==> config.mk <==
export PLATFORM = sky130hd
export DESIGN_NAME = otfs_top
export DESIGN_NICKNAME = d
export VERILOG_FILES = /design/src/core/otfs_pkg.sv /design/src/core/otfs_top.sv /design/src/core/otfs_sel.sv
export SDC_FILE = /design/constraint.sdc
export NUM_CORES = 1
export LEC_CHECK = 0
export BUFFER_PORTS_ARGS = -buffer_cell sky130_fd_sc_hd__clkbuf_2
export CORE_MARGIN = 5
export CORE_UTILIZATION = 30
export DETAILED_ROUTE_END_ITERATION = 10
export PLACE_DENSITY_LB_ADDON = 0.1
export SLEW_MARGIN = 20
export SYNTH_ARGS = -nofsm -noshare
export SYNTH_HDL_FRONTEND = slang
export SYNTH_SLANG_ARGS = --single-unit
==> constraint.sdc <==
create_clock -name ref_clk -period 3.54 [get_ports ref_clk]
set_clock_uncertainty 0.2 [all_clocks]
set_input_delay 0.354 -clock ref_clk [delete_from_list [all_inputs] [get_ports ref_clk]]
set_output_delay 0.354 -clock ref_clk [all_outputs]
set_load 0.01 [all_outputs]
==> src/core/otfs_pkg.sv <==
package otfs_pkg;

  // Width of a function code
  localparam int unsigned CODE_W = 6;
  // Number of output terminals
  localparam int unsigned TERM_N = 4;
  // Terminal order: index of each terminal
  localparam int unsigned TERM_OC  = 0;
  localparam int unsigned TERM_PLS = 1;
  localparam int unsigned TERM_RA  = 2;
  localparam int unsigned TERM_RB  = 3;

  // Function codes
  localparam logic [5:0] FC_INVALID   = 6'h00;
  localparam logic [5:0] FC_RUNNING   = 6'h01;
  localparam logic [5:0] FC_FAULT     = 6'h05;
  localparam logic [5:0] FC_BUS_VOUT  = 6'h22;
  localparam logic [5:0] FC_SWITCH    = 6'h24;
  localparam logic [5:0] FC_ANY_FREQ  = 6'h25;
  localparam logic [5:0] FC_CARD_OCA  = 6'h29;
  localparam logic [5:0] FC_CARD_OCB  = 6'h2A;
  localparam logic [5:0] FC_CARD_PLS  = 6'h2B;
  localparam logic [5:0] FC_CARD_RA   = 6'h2C;
  localparam logic [5:0] FC_CARD_RB   = 6'h2D;
  localparam logic [5:0] FC_CARD_RC   = 6'h2E;
  localparam logic [5:0] FC_CARD_RD   = 6'h2F;
  localparam logic [5:0] FC_OH_PT100  = 6'h30;
  localparam logic [5:0] FC_OH_PT1000 = 6'h31;
  localparam logic [5:0] FC_OH_AIO    = 6'h32;
  localparam logic [5:0] FC_STOP_ZERO = 6'h33;
  localparam logic [5:0] FC_DISCONN   = 6'h34;
  localparam logic [5:0] FC_DIA_SET   = 6'h35;
  localparam logic [5:0] FC_DIA_MAX   = 6'h36;
  localparam logic [5:0] FC_DIA_MIN   = 6'h37;
  localparam logic [5:0] FC_FIRE      = 6'h38;

  // Reset value of each terminal selector
  localparam logic [5:0] RST_SEL_OC  = FC_INVALID;
  localparam logic [5:0] RST_SEL_PLS = FC_INVALID;
  localparam logic [5:0] RST_SEL_RA  = FC_RUNNING;
  localparam logic [5:0] RST_SEL_RB  = FC_FAULT;

  // Frequency width
  localparam int unsigned FREQ_W = 16;

  // Status conditions from the control core
  typedef struct packed {
    logic running;
    logic fault;
    logic bus_vout;
    logic switch_done;
    logic stopped;
    logic zero_speed;
    logic oh_pt100;
    logic oh_pt1000;
    logic oh_aio;
    logic disconn_det;
    logic disconn_en;
    logic tension_run;
    logic dia_set;
    logic dia_max;
    logic dia_min;
    logic fire_mode;
  } otfs_status_t;

  // Outputs of the programmable expansion card
  typedef struct packed {
    logic card_open_collector_out_a;
    logic card_open_collector_out_b;
    logic card_pulse_out;
    logic relay_out_a;
    logic relay_out_b;
    logic card_relay_out_c;
    logic card_relay_out_d;
  } otfs_card_t;

endpackage

==> src/core/otfs_top.sv <==
`timescale 1ns/1ns
// Contract
// Each terminal has own selector; sharing allowed
// Reset: relay a running, relay b fault
// Code 34 mirrors fieldbus virtual output bit
// Code 36 shows speed/position switch-over done
// Code 37: ramp frequency above detection value
// Codes 41-47 pass card outputs in order
// Code 48: PT100 card overheat pre-alarm
// Code 49: PT1000 card overheat pre-alarm
// Code 50: analog channel overheat pre-alarm
// Code 51: stopped or zero speed
// Code 52: disconnection, only when detection enabled
// Code 53: roll diameter setpoint, tension running
// Code 54: max roll diameter, tension running
// Code 55: min roll diameter, tension running
// Code 56: fire mode on
// Reserved codes drive terminal off
module otfs_top
#(
  parameter int unsigned TERMS  = otfs_pkg::TERM_N,
  parameter int unsigned FREQ_W = otfs_pkg::FREQ_W
)
(
  // Clock and reset
  input  wire logic                 ref_clk,
  input  wire logic                 rst_n,
  // Selector programming
  input  wire logic                 sel_wr,
  input  wire logic [1:0]           sel_idx,
  input  wire logic [5:0]           sel_code,
  // Frequency comparison
  input  wire logic [FREQ_W-1:0]    ramp_freq,
  input  wire logic [FREQ_W-1:0]    freq_detect,
  // Status sources
  input  otfs_pkg::otfs_status_t    status,
  input  otfs_pkg::otfs_card_t      card,
  // Selector readback and terminals
  output logic [TERMS-1:0][5:0]     sel_code_out,
  output logic [TERMS-1:0]          term_out
);

  logic [TERMS-1:0][5:0] sel_r;
  logic [TERMS-1:0][5:0] sel_nxt;
  logic [TERMS-1:0]      term_r;
  logic [TERMS-1:0]      term_nxt;
  logic                  freq_above;

  // Reset value of a selector by terminal index
  function automatic logic [5:0] rst_sel(input int unsigned idx);
    case (idx)
      otfs_pkg::TERM_OC:  rst_sel = otfs_pkg::RST_SEL_OC;
      otfs_pkg::TERM_PLS: rst_sel = otfs_pkg::RST_SEL_PLS;
      otfs_pkg::TERM_RA:  rst_sel = otfs_pkg::RST_SEL_RA;
      otfs_pkg::TERM_RB:  rst_sel = otfs_pkg::RST_SEL_RB;
      default:            rst_sel = otfs_pkg::FC_INVALID;
    endcase
  endfunction

  // Strict compare; equal frequency does not count as reached
  assign freq_above = (ramp_freq > freq_detect);

  // Selector write: one terminal per write, others hold
  always_comb
  begin
    sel_nxt = sel_r;
    if (sel_wr && (32'(sel_idx) < TERMS))
    begin
      sel_nxt[sel_idx] = sel_code;
    end
  end

  // Selector storage
  always_ff @(posedge ref_clk)
  begin
    if (!rst_n)
    begin
      for (int unsigned i = 0; i < TERMS; i++)
      begin
        sel_r[i] <= rst_sel(i);
      end
    end
    else
    begin
      sel_r <= sel_nxt;
    end
  end

  // One independent selector per terminal; codes may repeat freely
  for (genvar g = 0; g < TERMS; g++)
  begin : g_term
    otfs_sel u_sel
    (
      .code       (sel_r[g]),
      .status     (status),
      .card       (card),
      .freq_above (freq_above),
      .level      (term_nxt[g])
    );
  end

  // Register terminals so they never glitch on a code change
  always_ff @(posedge ref_clk)
  begin
    if (!rst_n)
    begin
      term_r <= '0;
    end
    else
    begin
      term_r <= term_nxt;
    end
  end

  assign term_out     = term_r;
  assign sel_code_out = sel_r;
endmodule

==> src/core/otfs_sel.sv <==
`timescale 1ns/1ns
// Combinational source selector for one terminal
module otfs_sel
(
  // Selection
  input  wire logic [5:0]           code,
  // Sources
  input  otfs_pkg::otfs_status_t    status,
  input  otfs_pkg::otfs_card_t      card,
  input  wire logic                 freq_above,
  // Result
  output logic                      level
);

  // Map each code to its source; every unlisted code is inactive
  always_comb
  begin
    level = 1'b0;
    case (code)
      otfs_pkg::FC_RUNNING:   level = status.running;
      otfs_pkg::FC_FAULT:     level = status.fault;
      otfs_pkg::FC_BUS_VOUT:  level = status.bus_vout;
      otfs_pkg::FC_SWITCH:    level = status.switch_done;
      otfs_pkg::FC_ANY_FREQ:  level = freq_above;
      otfs_pkg::FC_CARD_OCA:  level = card.card_open_collector_out_a;
      otfs_pkg::FC_CARD_OCB:  level = card.card_open_collector_out_b;
      otfs_pkg::FC_CARD_PLS:  level = card.card_pulse_out;
      otfs_pkg::FC_CARD_RA:   level = card.relay_out_a;
      otfs_pkg::FC_CARD_RB:   level = card.relay_out_b;
      otfs_pkg::FC_CARD_RC:   level = card.card_relay_out_c;
      otfs_pkg::FC_CARD_RD:   level = card.card_relay_out_d;
      otfs_pkg::FC_OH_PT100:  level = status.oh_pt100;
      otfs_pkg::FC_OH_PT1000: level = status.oh_pt1000;
      otfs_pkg::FC_OH_AIO:    level = status.oh_aio;
      otfs_pkg::FC_STOP_ZERO: level = status.stopped | status.zero_speed;
      otfs_pkg::FC_DISCONN:   level = status.disconn_det & status.disconn_en;
      otfs_pkg::FC_DIA_SET:   level = status.dia_set & status.tension_run;
      otfs_pkg::FC_DIA_MAX:   level = status.dia_max & status.tension_run;
      otfs_pkg::FC_DIA_MIN:   level = status.dia_min & status.tension_run;
      otfs_pkg::FC_FIRE:      level = status.fire_mode;
      default:                level = 1'b0;
    endcase
  end

endmodule

# Word-level counts from Yosys, hierarchy flattened
# Cells that the tools add are included.
# W data, S select, Z words.
# op_classes
reduce_logical,1
n_bitwise,5
magnitude_cmp,3
mux,7
n_eq_ne,84
# op_table
cell,count
$eq A6 B6 Y1 const B,76
$pmux W1 S21,4
$bwmux W24,1
$eq A6 B1 Y1 const B,4
$eq A6 B3 Y1 const B,4
$gt A16 B16 Y1,1
$demux W6 S2,1
$mux W6,1
$and A1 B1 Y1,4
$lt A2 B3 Y1 const B,1
$ge A2 B1 Y1 const B,1
$logic_and A1 B1 Y1,1
$or A1 B1 Y1,1
# totals
ff_bits,28
out_inout_bits,28
wordCells,105
in_bits,66

# Logic depth before layout (Yosys ltp)
# Gate-level depths: netlist of the first run.
# logic_depth
depth_word,5
depth_mapped,8
depth_no_buf,8

# Hierarchy
# Synthesis of the first run repeated with hierarchy kept, for this count alone.
# unflattened
cells_unflattened,298
area_unflattened_um2,2673.8
# by_module_without_submodules
module,area_each_um2,seq_area_each_um2,cells_each,instances
otfs_top,1422.6,560.5,142,1
otfs_sel,312.8,0.0,39,4

# Worst setup path before layout of the first run
# OpenSTA, ideal clock, no wires.
# synth_path
path_type,input -> register
start,input freq_detect[7]
end,"register term_r[1], in the netlist term_out[1]"
arrival_ps,1677
setup_ps,138
setup_slack_ps,1526
n_path_buf,0
cell_stages,8
required_time_ps,3202
path_cell_list,inv_1 -> ha_1 -> a41o_1 -> a21oi_1 -> o32ai_1 -> or4_4 -> nand3_1 -> a41oi_1
# synth_via
elab_chain_len,2
# synth_lines
element,line_no,rtl
"start, declared",otfs_top.sv:34,"input wire logic [FREQ_W-1:0] freq_detect,"
$gt A16 B16 Y1,otfs_top.sv:61,assign freq_above = (ramp_freq > freq_detect);
$pmux W1 S21,otfs_sel.sv:19,case (code)
"end signal, assigned",otfs_top.sv:111,term_r <= term_nxt;
"end, declared",otfs_top.sv:45,logic [TERMS-1:0] term_r;
# Every way passes these cells.
# A chain may end at the register's enable or synchronous reset.

# Worst setup path after layout of the first run
# layout_path
start,register sel_r (netlist bit sel_code_out[19])
end,"register term_r[3], in the netlist term_out[3]"
# layout_via
elab_chain_len,2
elab_cells_between_ends,22
classes_between,eq/ne (21); mux (1)
# layout_lines
element,line_no,rtl
"start, declared",otfs_top.sv:43,logic [TERMS-1:0][5:0] sel_r;
"start signal, assigned by index",otfs_top.sv:80,sel_r[i] <= rst_sel(i);
"start signal, assigned",otfs_top.sv:85,sel_r <= sel_nxt;
"$eq A6 B6 Y1, or another cell as far along",otfs_sel.sv:19,
$pmux W1 S21 *,otfs_sel.sv:19,
# Every way passes the cells marked *; elsewhere a longest branch is shown, timed or not.

==> metrics.cfg, run 1 <==
[status]
status=completed

[cts]
cts_resized=0
clock_sinks=28
cts_max_path_buffers=2
cts_setup_buffers=0
clkSlewWorstSetupHoldPaths_ps=110
cts_hold_buf=0
cts_tree=built
root_buffer=clkbuf_8
cts_made_buffers=3
insertion_delay_ps=280
cts.htree.levels=1

[route]
drt_wl_total_um=9590
wl_per_cell_um=17.3
post_drt_via_cell_ratio=5.26
ant_nets=0
drt_iter0_drc=125
route.detailed.drc=0
vias=2915
drt-pass1-iter-count=4

[final_layout]
diodes=0
final_cells=554
fin_util_pct=36.4
area_delta_synth_final_pct=18.2
layout_commonest_cell=clkbuf_2
fin_area_um2=3370
layout.nets=509
drive_gt1_share_pct=26.4
final_cell_mix=clkbuf_2, mux2i_1, nor2b_1

[sta]
tns_ps=0
hold_viol_final=0
finalSetupViolCount=0
period_share_pct=61.5
slew_headroom_pct=52.2
slew_violations=0
min_period_ps=2180
rsz0062_at_grt=no
fmax_ghz=0.459
tightestPinTransition_ps=716

[min_path]
hold_path_depth=3
hold_path_class=in -> reg
hold_start=sel_code[0]
holdPathEnd=sel_code_out[18]$_SDFFE_PN1P_

[die]
fp.coreArea_um2=9240
dieArea_um2=11500
fp.dieW_um=107
io_pins=94
initial_utilization_pct=30.8
fp-row-count=35
die_h_um=107

[critical_path]
ff2ff_path_depth=5
cpLargestDelayFamily=flip-flops
crit_path_end_kind=flip-flop
cp_max_fo=19
critPathMaxStageDelay_ps=800
r2r_slack_ps=1360
worstPathCellList=mux2_4 -> a311oi_1 -> nor3_1 -> nor4_2 -> a21oi_1
required_ps=3520
cp.arrival_ps=2160
slowest_stage=dfxtp_1
r2r-start=sel_code_out[19]$_SDFFE_PN0P_
cp-startpoint=sel_code_out[19]$_SDFFE_PN0P_
rr_endpoint=term_out[3]$_SDFF_PN0_
cp-start-kind=flip-flop
critical_path_class=reg -> reg
worst-path-buf-inv=0

[grt]
grt_use_met1_pct=23.8
first_global_vias=2823
busiest_layer=met2
use_met2_pct=26.4
grt_max_degree=29
track_usage_pct=16.4
grt.met3_usage_pct=1.98
grt_pass1_wl_um=15000
grt_overflow=0
antenna_found_initial=0

[synth]
synth_seq_area_share_pct=19.7
ys_types=61
syn-num-nets=440
avgSynthCellArea_um2=7.95
ys.flop_type=dfxtp_1
syn_inst=358
yosysWarnings=0
synth_edf_count=0
syn-cell-area_um2=2850
synth_async_sr_flop_share_pct=0
ys_seq_elements=28

[power]
p_switching_mw=0.259
power.share.sequential_pct=46.7
total_power_mw=0.771
combPwrFrac_pct=28.7
p_clk_share_pct=24.5
p_int_mw=0.513
ir_drop_mv=0.134
power_leakage_nw=1.51
p_sw_share_pct=33.5
powerDensity_nw_per_um2=229

[job]
drv_cap=0

[placement]
placed_cell_area_um2=3330
gp_congestion=0.828
place_inst=551
port-buffer-count=93
hpwl_um=7250

[synthesized netlist by cell type, types with 11 or more instances]
cell      instances  area share [%]
nand3_1          13             2.3
mux2i_1          30              11
nor2b_1          29             6.4
nand2_1          24             3.2
ha_1             16             7.0
o21ai_0          12             2.1
dfxtp_1          28              20
inv_1            20             2.6
a21oi_1          22             3.9
buf_2            16             2.8
nand3b_1         11             2.9
[registers in the layout (all words and copies together), names as in the netlist]
| name | flops |
|---|---|
| sel_code_out | 24 |
| term_out | 4 |
[metrics by stage]
step / worst slack [ps] / hold WS, ps
6_report: 1360 / 180
5_1_grt: 1130 / 194
4_1_cts: 1320 / 172
3_5_place_dp: 1250 / 454
3_3_place_gp: 1280 / 440
2_1_floorplan: 1530 / 279
[per-layer routing]
layer	wire length [µm]	share of wire, %
met3	439	4.6
met1	4730	49
met2	4340	45
met5	0	0
met4	81	0.84
[worst reg2reg max path, delay by kind of cell (launching register included)]
| kind | cells | cell delay (ps) |
|---|---|---|
| AO/OA/AOI/OAI | 2 | 360 |
| flip-flops | 1 | 800 |
| multiplexers | 1 | 360 |
| AND/OR/NAND/NOR | 2 | 370 |
[cell type report]
type	instances	area, µm²
Timing Repair Buffer	93	465
Multi-Input combinational cell	280	2060
Fill cell	1024	5870
Clock buffer	3	41.3
Inverter	21	78.8
Tap cell	129	161
Sequential cell	28	561
[power by group through the flow]
stage	clock (mW)	sequential (mW)	combinational, mW
global route	0.205	0.365	0.248
finish	0.189	0.361	0.222
global placement	0	0.367	0.222
floorplan	0	0.347	0.144
CTS	0.197	0.360	0.224
detailed placement	0	0.368	0.224
[logic make-up (layout without fill, tap and decap cells)]
group	Yosys count	count (layout)	share of synthesized area [%]
AND/OR/NAND/NOR	138	138	29.5
AO/OA/AOI/OAI	81	81	18.6
buffers and inverters	50	117	8.00
multiplexers	45	45	17.1
flip-flops	28	28	19.7
adder cells (fa/ha/maj)	16	16	7.03
[worst max-delay path by stage]
stage / end / slack [ps] / depth (start not counted)
after floorplan: term_out[1]$_SDFF_PN0_ / 1530 / 8
after global placement: term_out[1]$_SDFF_PN0_ / 1280 / 9
final: term_out[3]$_SDFF_PN0_ / 1360 / 5
after global routing: term_out[3]$_SDFF_PN0_ / 1130 / 6
after CTS: term_out[3]$_SDFF_PN0_ / 1320 / 6
after detailed placement: term_out[1]$_SDFF_PN0_ / 1250 / 9
Note: power is estimated with default switching activity, not from simulation.
==> inputs of run 2 (changes only) <==
- ABC_AREA: default -> 1
- clock period: 3.54 -> 1.8 ns (I/O delays scaled with it)
==> metrics.cfg, run 2 <==
[status]
status=completed

[final_layout]
area_delta_synth_final_pct=26.3
layout.nets=695  ; +37%
diodes=0  ; unchanged
fin_area_um2=3590  ; +6.8%
final_cell_mix=nand2_1, clkbuf_2, inv_1
largest_reg_flops=24  ; unchanged
drive_gt1_share_pct=22.1  ; -4.3 points
fin_util_pct=38.9  ; +2.5 points
layout_commonest_cell=nand2_1

[synth]
synth_async_sr_flop_share_pct=0  ; unchanged
avgSynthCellArea_um2=5.55  ; -30%
synth.top_cells.by_count=nand2_1, inv_1, nor2_1
ys_seq_elements=28  ; unchanged
synth_edf_count=0  ; unchanged
synth_top_area_share_pct=19.7  ; about the same
ys.flop_type=dfxtp_1
syn-num-nets=595  ; +35%
yosysWarnings=0  ; unchanged
synth_seq_area_share_pct=19.7  ; about the same
syn_inst=513  ; +43%
ys_types=25  ; -59%
synthTopCellsByArea=dfxtp_1, nand2_1, inv_1
yosysTopAreaCell=dfxtp_1
yosys.cell_count.top_type=nand2_1
syn-cell-area_um2=2850  ; about the same

[cts]
cts_made_buffers=3  ; unchanged
root_buffer=clkbuf_8
insertion_delay_ps=290  ; about the same
clock_sinks=28  ; unchanged
cts.htree.levels=1  ; unchanged
cts_max_path_buffers=2  ; unchanged
cts_setup_buffers=0  ; unchanged
cts_hold_buf=0  ; unchanged
clkSlewWorstSetupHoldPaths_ps=110  ; about the same
cts_tree=built

[placement]
port-buffer-count=93  ; unchanged
gp_congestion=0.914  ; +10%
preCtsSetupSlack_ps=6.61  ; -1240 ps
hpwl_um=8970  ; +24%
placed_cell_area_um2=3500  ; +5.2%

[route]
wl_per_cell_um=14.6  ; -15%
vias=3578  ; +23%
ant_nets=0  ; unchanged
post_drt_via_cell_ratio=4.83  ; -8.2%
drt_wl_total_um=10900  ; +13%
drt_iter0_drc=165  ; +32%
drt-pass1-iter-count=4  ; unchanged
route.detailed.drc=0  ; unchanged

[grt]
first_global_vias=3386  ; +20%
grt_pass1_wl_um=16900  ; +13%
grt_overflow=0  ; unchanged
track_usage_pct=18.5  ; +2.1 points
antenna_found_initial=0  ; unchanged
grt_max_degree=17  ; -41%

[critical_path]
critPathMaxStageDelay_ps=450  ; -350 ps
cp-start-kind=flip-flop
crit_top_cell=nor2_1
cpLargestDelayFamily=simple AND/OR/NAND/NOR gates
r2r_slack_ps=140  ; -1220 ps
worstPathCellList=nand2_2 -> nor2_1 -> nand3_1 -> nand3_1 -> nor2_1 -> nand2_1 -> nor2_1 -> a21oi_1
critical_path_class=reg -> reg
slowest_stage=dfxtp_1
cp_max_fo=6  ; -13
crit_path_end_kind=flip-flop
required_ps=1820  ; -1700 ps
cp.arrival_ps=1680  ; -480 ps
worst-path-buf-inv=0  ; unchanged

[die]
fp.coreArea_um2=9240  ; unchanged
dieArea_um2=11500  ; about the same
fp-row-count=35  ; unchanged
initial_utilization_pct=30.8  ; about the same
fp.dieW_um=107  ; about the same
io_pins=94  ; unchanged
die_h_um=107  ; about the same

[sta]
setup_ws_ps=141  ; -1220 ps
period_share_pct=92.2  ; +31 points
finalSetupViolCount=0  ; unchanged
rsz0062_at_grt=no
min_period_ps=1660  ; -518 ps
slew_violations=0  ; unchanged
tns_ps=0  ; unchanged
hold_viol_final=0  ; unchanged
tightestPinTransition_ps=462  ; -254 ps
slew_headroom_pct=69.0  ; +17 points
fmax_ghz=0.603  ; +31%

[power]
power_leakage_nw=1.93  ; +28%
total_power_mw=1.73  ; +120%
powerDensity_nw_per_um2=482  ; +110%
ir_drop_mv=0.266  ; +99%

[job]
drv_cap=0  ; unchanged

[min_path]
hold_path_class=in -> reg

[run 2: final cells by class]
type                       instances  area, µm²
fill                            1054       5650
clock buffer                       3       41.3
tap                              129        161
inverter                          80        300
clock inverter                     1       30.0
sequential                        28        563
multi-input combinational        400       1980
timing repair buffer             100        518
[run 2: stage by stage]
stage / cells / hold WS (ps)
after floorplan: 513 / 105
after global placement: 737 / 262
after detailed placement: 737 / 263
after CTS: 741 / 23.0
after global routing: 741 / 37.5
final: 741 / 16.4
[run 2: worst paths after layout]
kind | start | endpoint | depth (start not counted)
setup / recovery | sel_code_out[17]$_SDFFE_PN0P_ | term_out[2]$_SDFF_PN0_ | 8
hold / removal | sel_code[0] | sel_code_out[12]$_SDFFE_PN1P_ | 3
setup reg to reg | sel_code_out[17]$_SDFFE_PN0P_ | term_out[2]$_SDFF_PN0_ | 8
hold reg to reg | sel_code_out[10]$_SDFFE_PN0P_ | sel_code_out[10]$_SDFFE_PN0P_ | 2
[run 2: routing by layer]
| layer | global-route usage [%] | routed length [µm] | share of wire, % |
|---|---|---|---|
| met2 | 31.1 | 4840 | 45 |
| met3 | 2.76 | 769 | 7.1 |
| met1 | 25.0 | 5090 | 47 |
| met5 | 0 | 0 | 0 |
| met4 | 3.97 | 148 | 1.4 |
[run 2: worst reg2reg max path: cells and delay by family (launching register included)]
kind	cells	cell delay (ps)
compound gates	1	140
simple gates	7	790
flops	1	450
[run 2: power breakdown]
group          total [mW]  internal (mW)  switching (mW)
Clock               0.520          0.299           0.222
Sequential          0.696          0.651          0.0440
Combinational       0.516          0.188           0.328
[run 2: kinds of logic (layout without fill, tap and decap cells)]
| family | after synthesis | count (layout) | share of synthesized area [%] |
|---|---|---|---|
| adder cells (fa/ha/maj) | 16 | 16 | 7.03 |
| flip-flops | 28 | 28 | 19.7 |
| buffers and inverters | 85 | 184 | 11.5 |
| AO/OA/AOI/OAI | 79 | 79 | 14.5 |
| AND/OR/NAND/NOR | 305 | 305 | 47.3 |
[run 2: repair_timing]
item / in CTS / in global routing
hold endpoints to repair: 0 / 0
endpoints found under the setup margin: 0 / 2
gates resized for setup: 0 / 7
==> inputs of run 3 (changes only) <==
--- a/constraint.sdc
+++ b/constraint.sdc
@@ -3,3 +3,3 @@
 set_input_delay 0.18 -clock ref_clk [delete_from_list [all_inputs] [get_ports ref_clk]]
 set_output_delay 0.18 -clock ref_clk [all_outputs]
-set_load 0.01 [all_outputs]
+set_load 0.05 [all_outputs]
==> metrics.cfg, run 3 (synthesis gave the netlist of run 2 again) <==
[status]
status=completed

[cts]
cts_tree=built
insertion_delay_ps=290  ; about the same
clkSlewWorstSetupHoldPaths_ps=110  ; about the same
root_buffer=clkbuf_8
clock_sinks=28  ; unchanged
cts_max_path_buffers=2  ; unchanged
cts_hold_buf=0  ; unchanged
cts_made_buffers=3  ; unchanged
cts.htree.levels=1  ; unchanged

[sta]
finalSetupViolCount=0  ; unchanged
tightestPinTransition_ps=362  ; -100 ps
tns_ps=0  ; unchanged
period_share_pct=93.7  ; +1.6 points
slew_headroom_pct=75.8  ; +6.8 points
slew_violations=0  ; unchanged
min_period_ps=1690  ; +28.3 ps
fmax_ghz=0.593  ; -1.7%
hold_viol_final=0  ; unchanged

[die]
die_h_um=107  ; unchanged
fp-row-count=35  ; unchanged
initial_utilization_pct=30.8  ; unchanged
dieArea_um2=11500  ; unchanged
fp.coreArea_um2=9240  ; unchanged
io_pins=94  ; unchanged
fp.dieW_um=107  ; unchanged

[power]
ir_drop_mv=0.407  ; +53%
p_switching_mw=0.687  ; +16%
p_int_mw=1.14  ; +0.12%
powerDensity_nw_per_um2=507  ; +5.2%
combPwrFrac_pct=33.5  ; +3.7 points
power.share.sequential_pct=38.3  ; -1.9 points
p_sw_share_pct=37.6  ; +3.3 points
power_leakage_nw=1.93  ; about the same
p_clk_share_pct=28.2  ; -1.8 points

[job]
drv_cap=0  ; unchanged

[critical_path]
ff2ff_path_depth=9  ; +1
cp.arrival_ps=1710  ; +30 ps
cp-start-kind=flip-flop
required_ps=1820  ; about the same
crit_path_end_kind=flip-flop
cp_max_fo=6  ; unchanged
critPathMaxStageDelay_ps=400  ; -50 ps
crit_top_cell=nand2_1
critical_path_class=reg -> reg
worstPathCellList=nor2_2 -> inv_1 -> nor3_1 -> nand2_1 -> nand2_1 -> nor2_1 -> nand2_1 -> nor2_1 -> a21oi_1
slowest_stage=dfxtp_1
cpLargestDelayFamily=simple AND/OR/NAND/NOR gates
crit_cells=9  ; +1
worst-path-buf-inv=1  ; +1

[grt]
track_usage_pct=18.6  ; +0.12 points
grt_pass1_wl_um=17100  ; +0.77%
first_global_vias=3406  ; +0.59%
grt_overflow=0  ; unchanged
grt_max_degree=17  ; unchanged
antenna_found_initial=0  ; unchanged

[route]
route.detailed.drc=0  ; unchanged
post_drt_via_cell_ratio=4.79  ; -0.73%
ant_nets=0  ; unchanged
drt_iter0_drc=217  ; +32%
wl_per_cell_um=14.7  ; +0.23%
drt_wl_total_um=10900  ; +0.23%
drt-pass1-iter-count=5  ; +1
vias=3552  ; -0.73%

[final_layout]
largest_reg_flops=24  ; unchanged
fillers=1052  ; -0.19%
layout.nets=695  ; unchanged
fin_util_pct=39.0  ; +0.095 points
layout_commonest_cell=nand2_1
diodes=0  ; unchanged
final_cells=741  ; unchanged
drive_gt1_share_pct=23.0  ; +0.98 points
final_cell_mix=nand2_1, clkbuf_2, inv_1
area_delta_synth_final_pct=26.6

[placement]
place_inst=737  ; unchanged
hpwl_um=8920  ; -0.58%
gp_congestion=0.912  ; -0.24%
port-buffer-count=93  ; unchanged

[min_path]
hold_path_class=in -> reg
hold_path_depth=3  ; unchanged

## run 3: cell count changes in the layout (fill, tap and decap cells not counted)
cell	previous run	this run
dfxtp_2	2	7
nor2_2	7	8
dfxtp_1	26	21
nor2_1	58	57
## run 3: power groups by stage
stage | clock (mW) | combinational (mW) | sequential [mW]
finish | 0.515 | 0.612 | 0.699
global route | 0.557 | 0.681 | 0.707
CTS | 0.536 | 0.611 | 0.697
detailed placement | 0 | 0.609 | 0.711
global placement | 0 | 0.607 | 0.710
floorplan | 0 | 0.272 | 0.811
## run 3: area by class of cell
| class | instances | area [µm²] | area share, % |
|---|---|---|---|
| multi-input cells | 400 | 1980 | 55.0 |
| flip-flops and latches | 28 | 569 | 15.8 |
| repair buffers | 100 | 518 | 14.4 |
| inverters | 80 | 300 | 8.33 |
| well taps | 129 | 161 | 4.48 |
| clock buffers | 3 | 41.3 | 1.15 |
| clock inverters | 1 | 30.0 | 0.833 |
## run 3: path summary, 6_finish.rpt
path                                                    start                             to  slack [ps]
worst max-delay path            sel_code_out[12]$_SDFFE_PN1P_         term_out[2]$_SDFF_PN0_         110
worst min-delay path                              sel_code[3]  sel_code_out[21]$_SDFFE_PN0P_           5
worst max register to register  sel_code_out[12]$_SDFFE_PN1P_         term_out[2]$_SDFF_PN0_         110
worst min register to register  sel_code_out[11]$_SDFFE_PN0P_  sel_code_out[11]$_SDFFE_PN0P_         310
## run 3: worst register-to-register path, delay by kind of cell (launching register included)
kind / cells / cell delay [ps]
AO/OA/AOI/OAI: 1 / 130
buffers and inverters: 1 / 90
flip-flops: 1 / 400
AND/OR/NAND/NOR: 7 / 790
## run 3: stage by stage
stage / instance area, µm² / hold slack (ps) / worst slack [ps] / power (mW)
CTS: 3570 / 11.6 / 135 / 1.84
finish: 3600 / 4.76 / 113 / 1.83
detailed placement: 3500 / 286 / -0.711 / 1.32
floorplan: 2850 / 105 / 11.0 / 1.08
global route: 3600 / 29.2 / -33.5 / 1.94
global placement: 3500 / 279 / 67.6 / 1.32
## run 3: metal layers
metal | global-route usage [%] | up-vias | share of wire (%) | routed length (µm)
met5 | 0 | - | 0 | 0
met4 | 3.25 | 0 | 0.91 | 99
met3 | 2.34 | 11 | 7.6 | 824
met2 | 31.9 | 139 | 45 | 4870
met1 | 25.3 | 1542 | 47 | 5080
li1 | - | 1860 | - | -
## run 3: what timing repair did
item / in CTS / in global routing
endpoints found under the setup margin: 0 / 3
gates resized for setup: 0 / 10
buffers inserted: 0 / 0
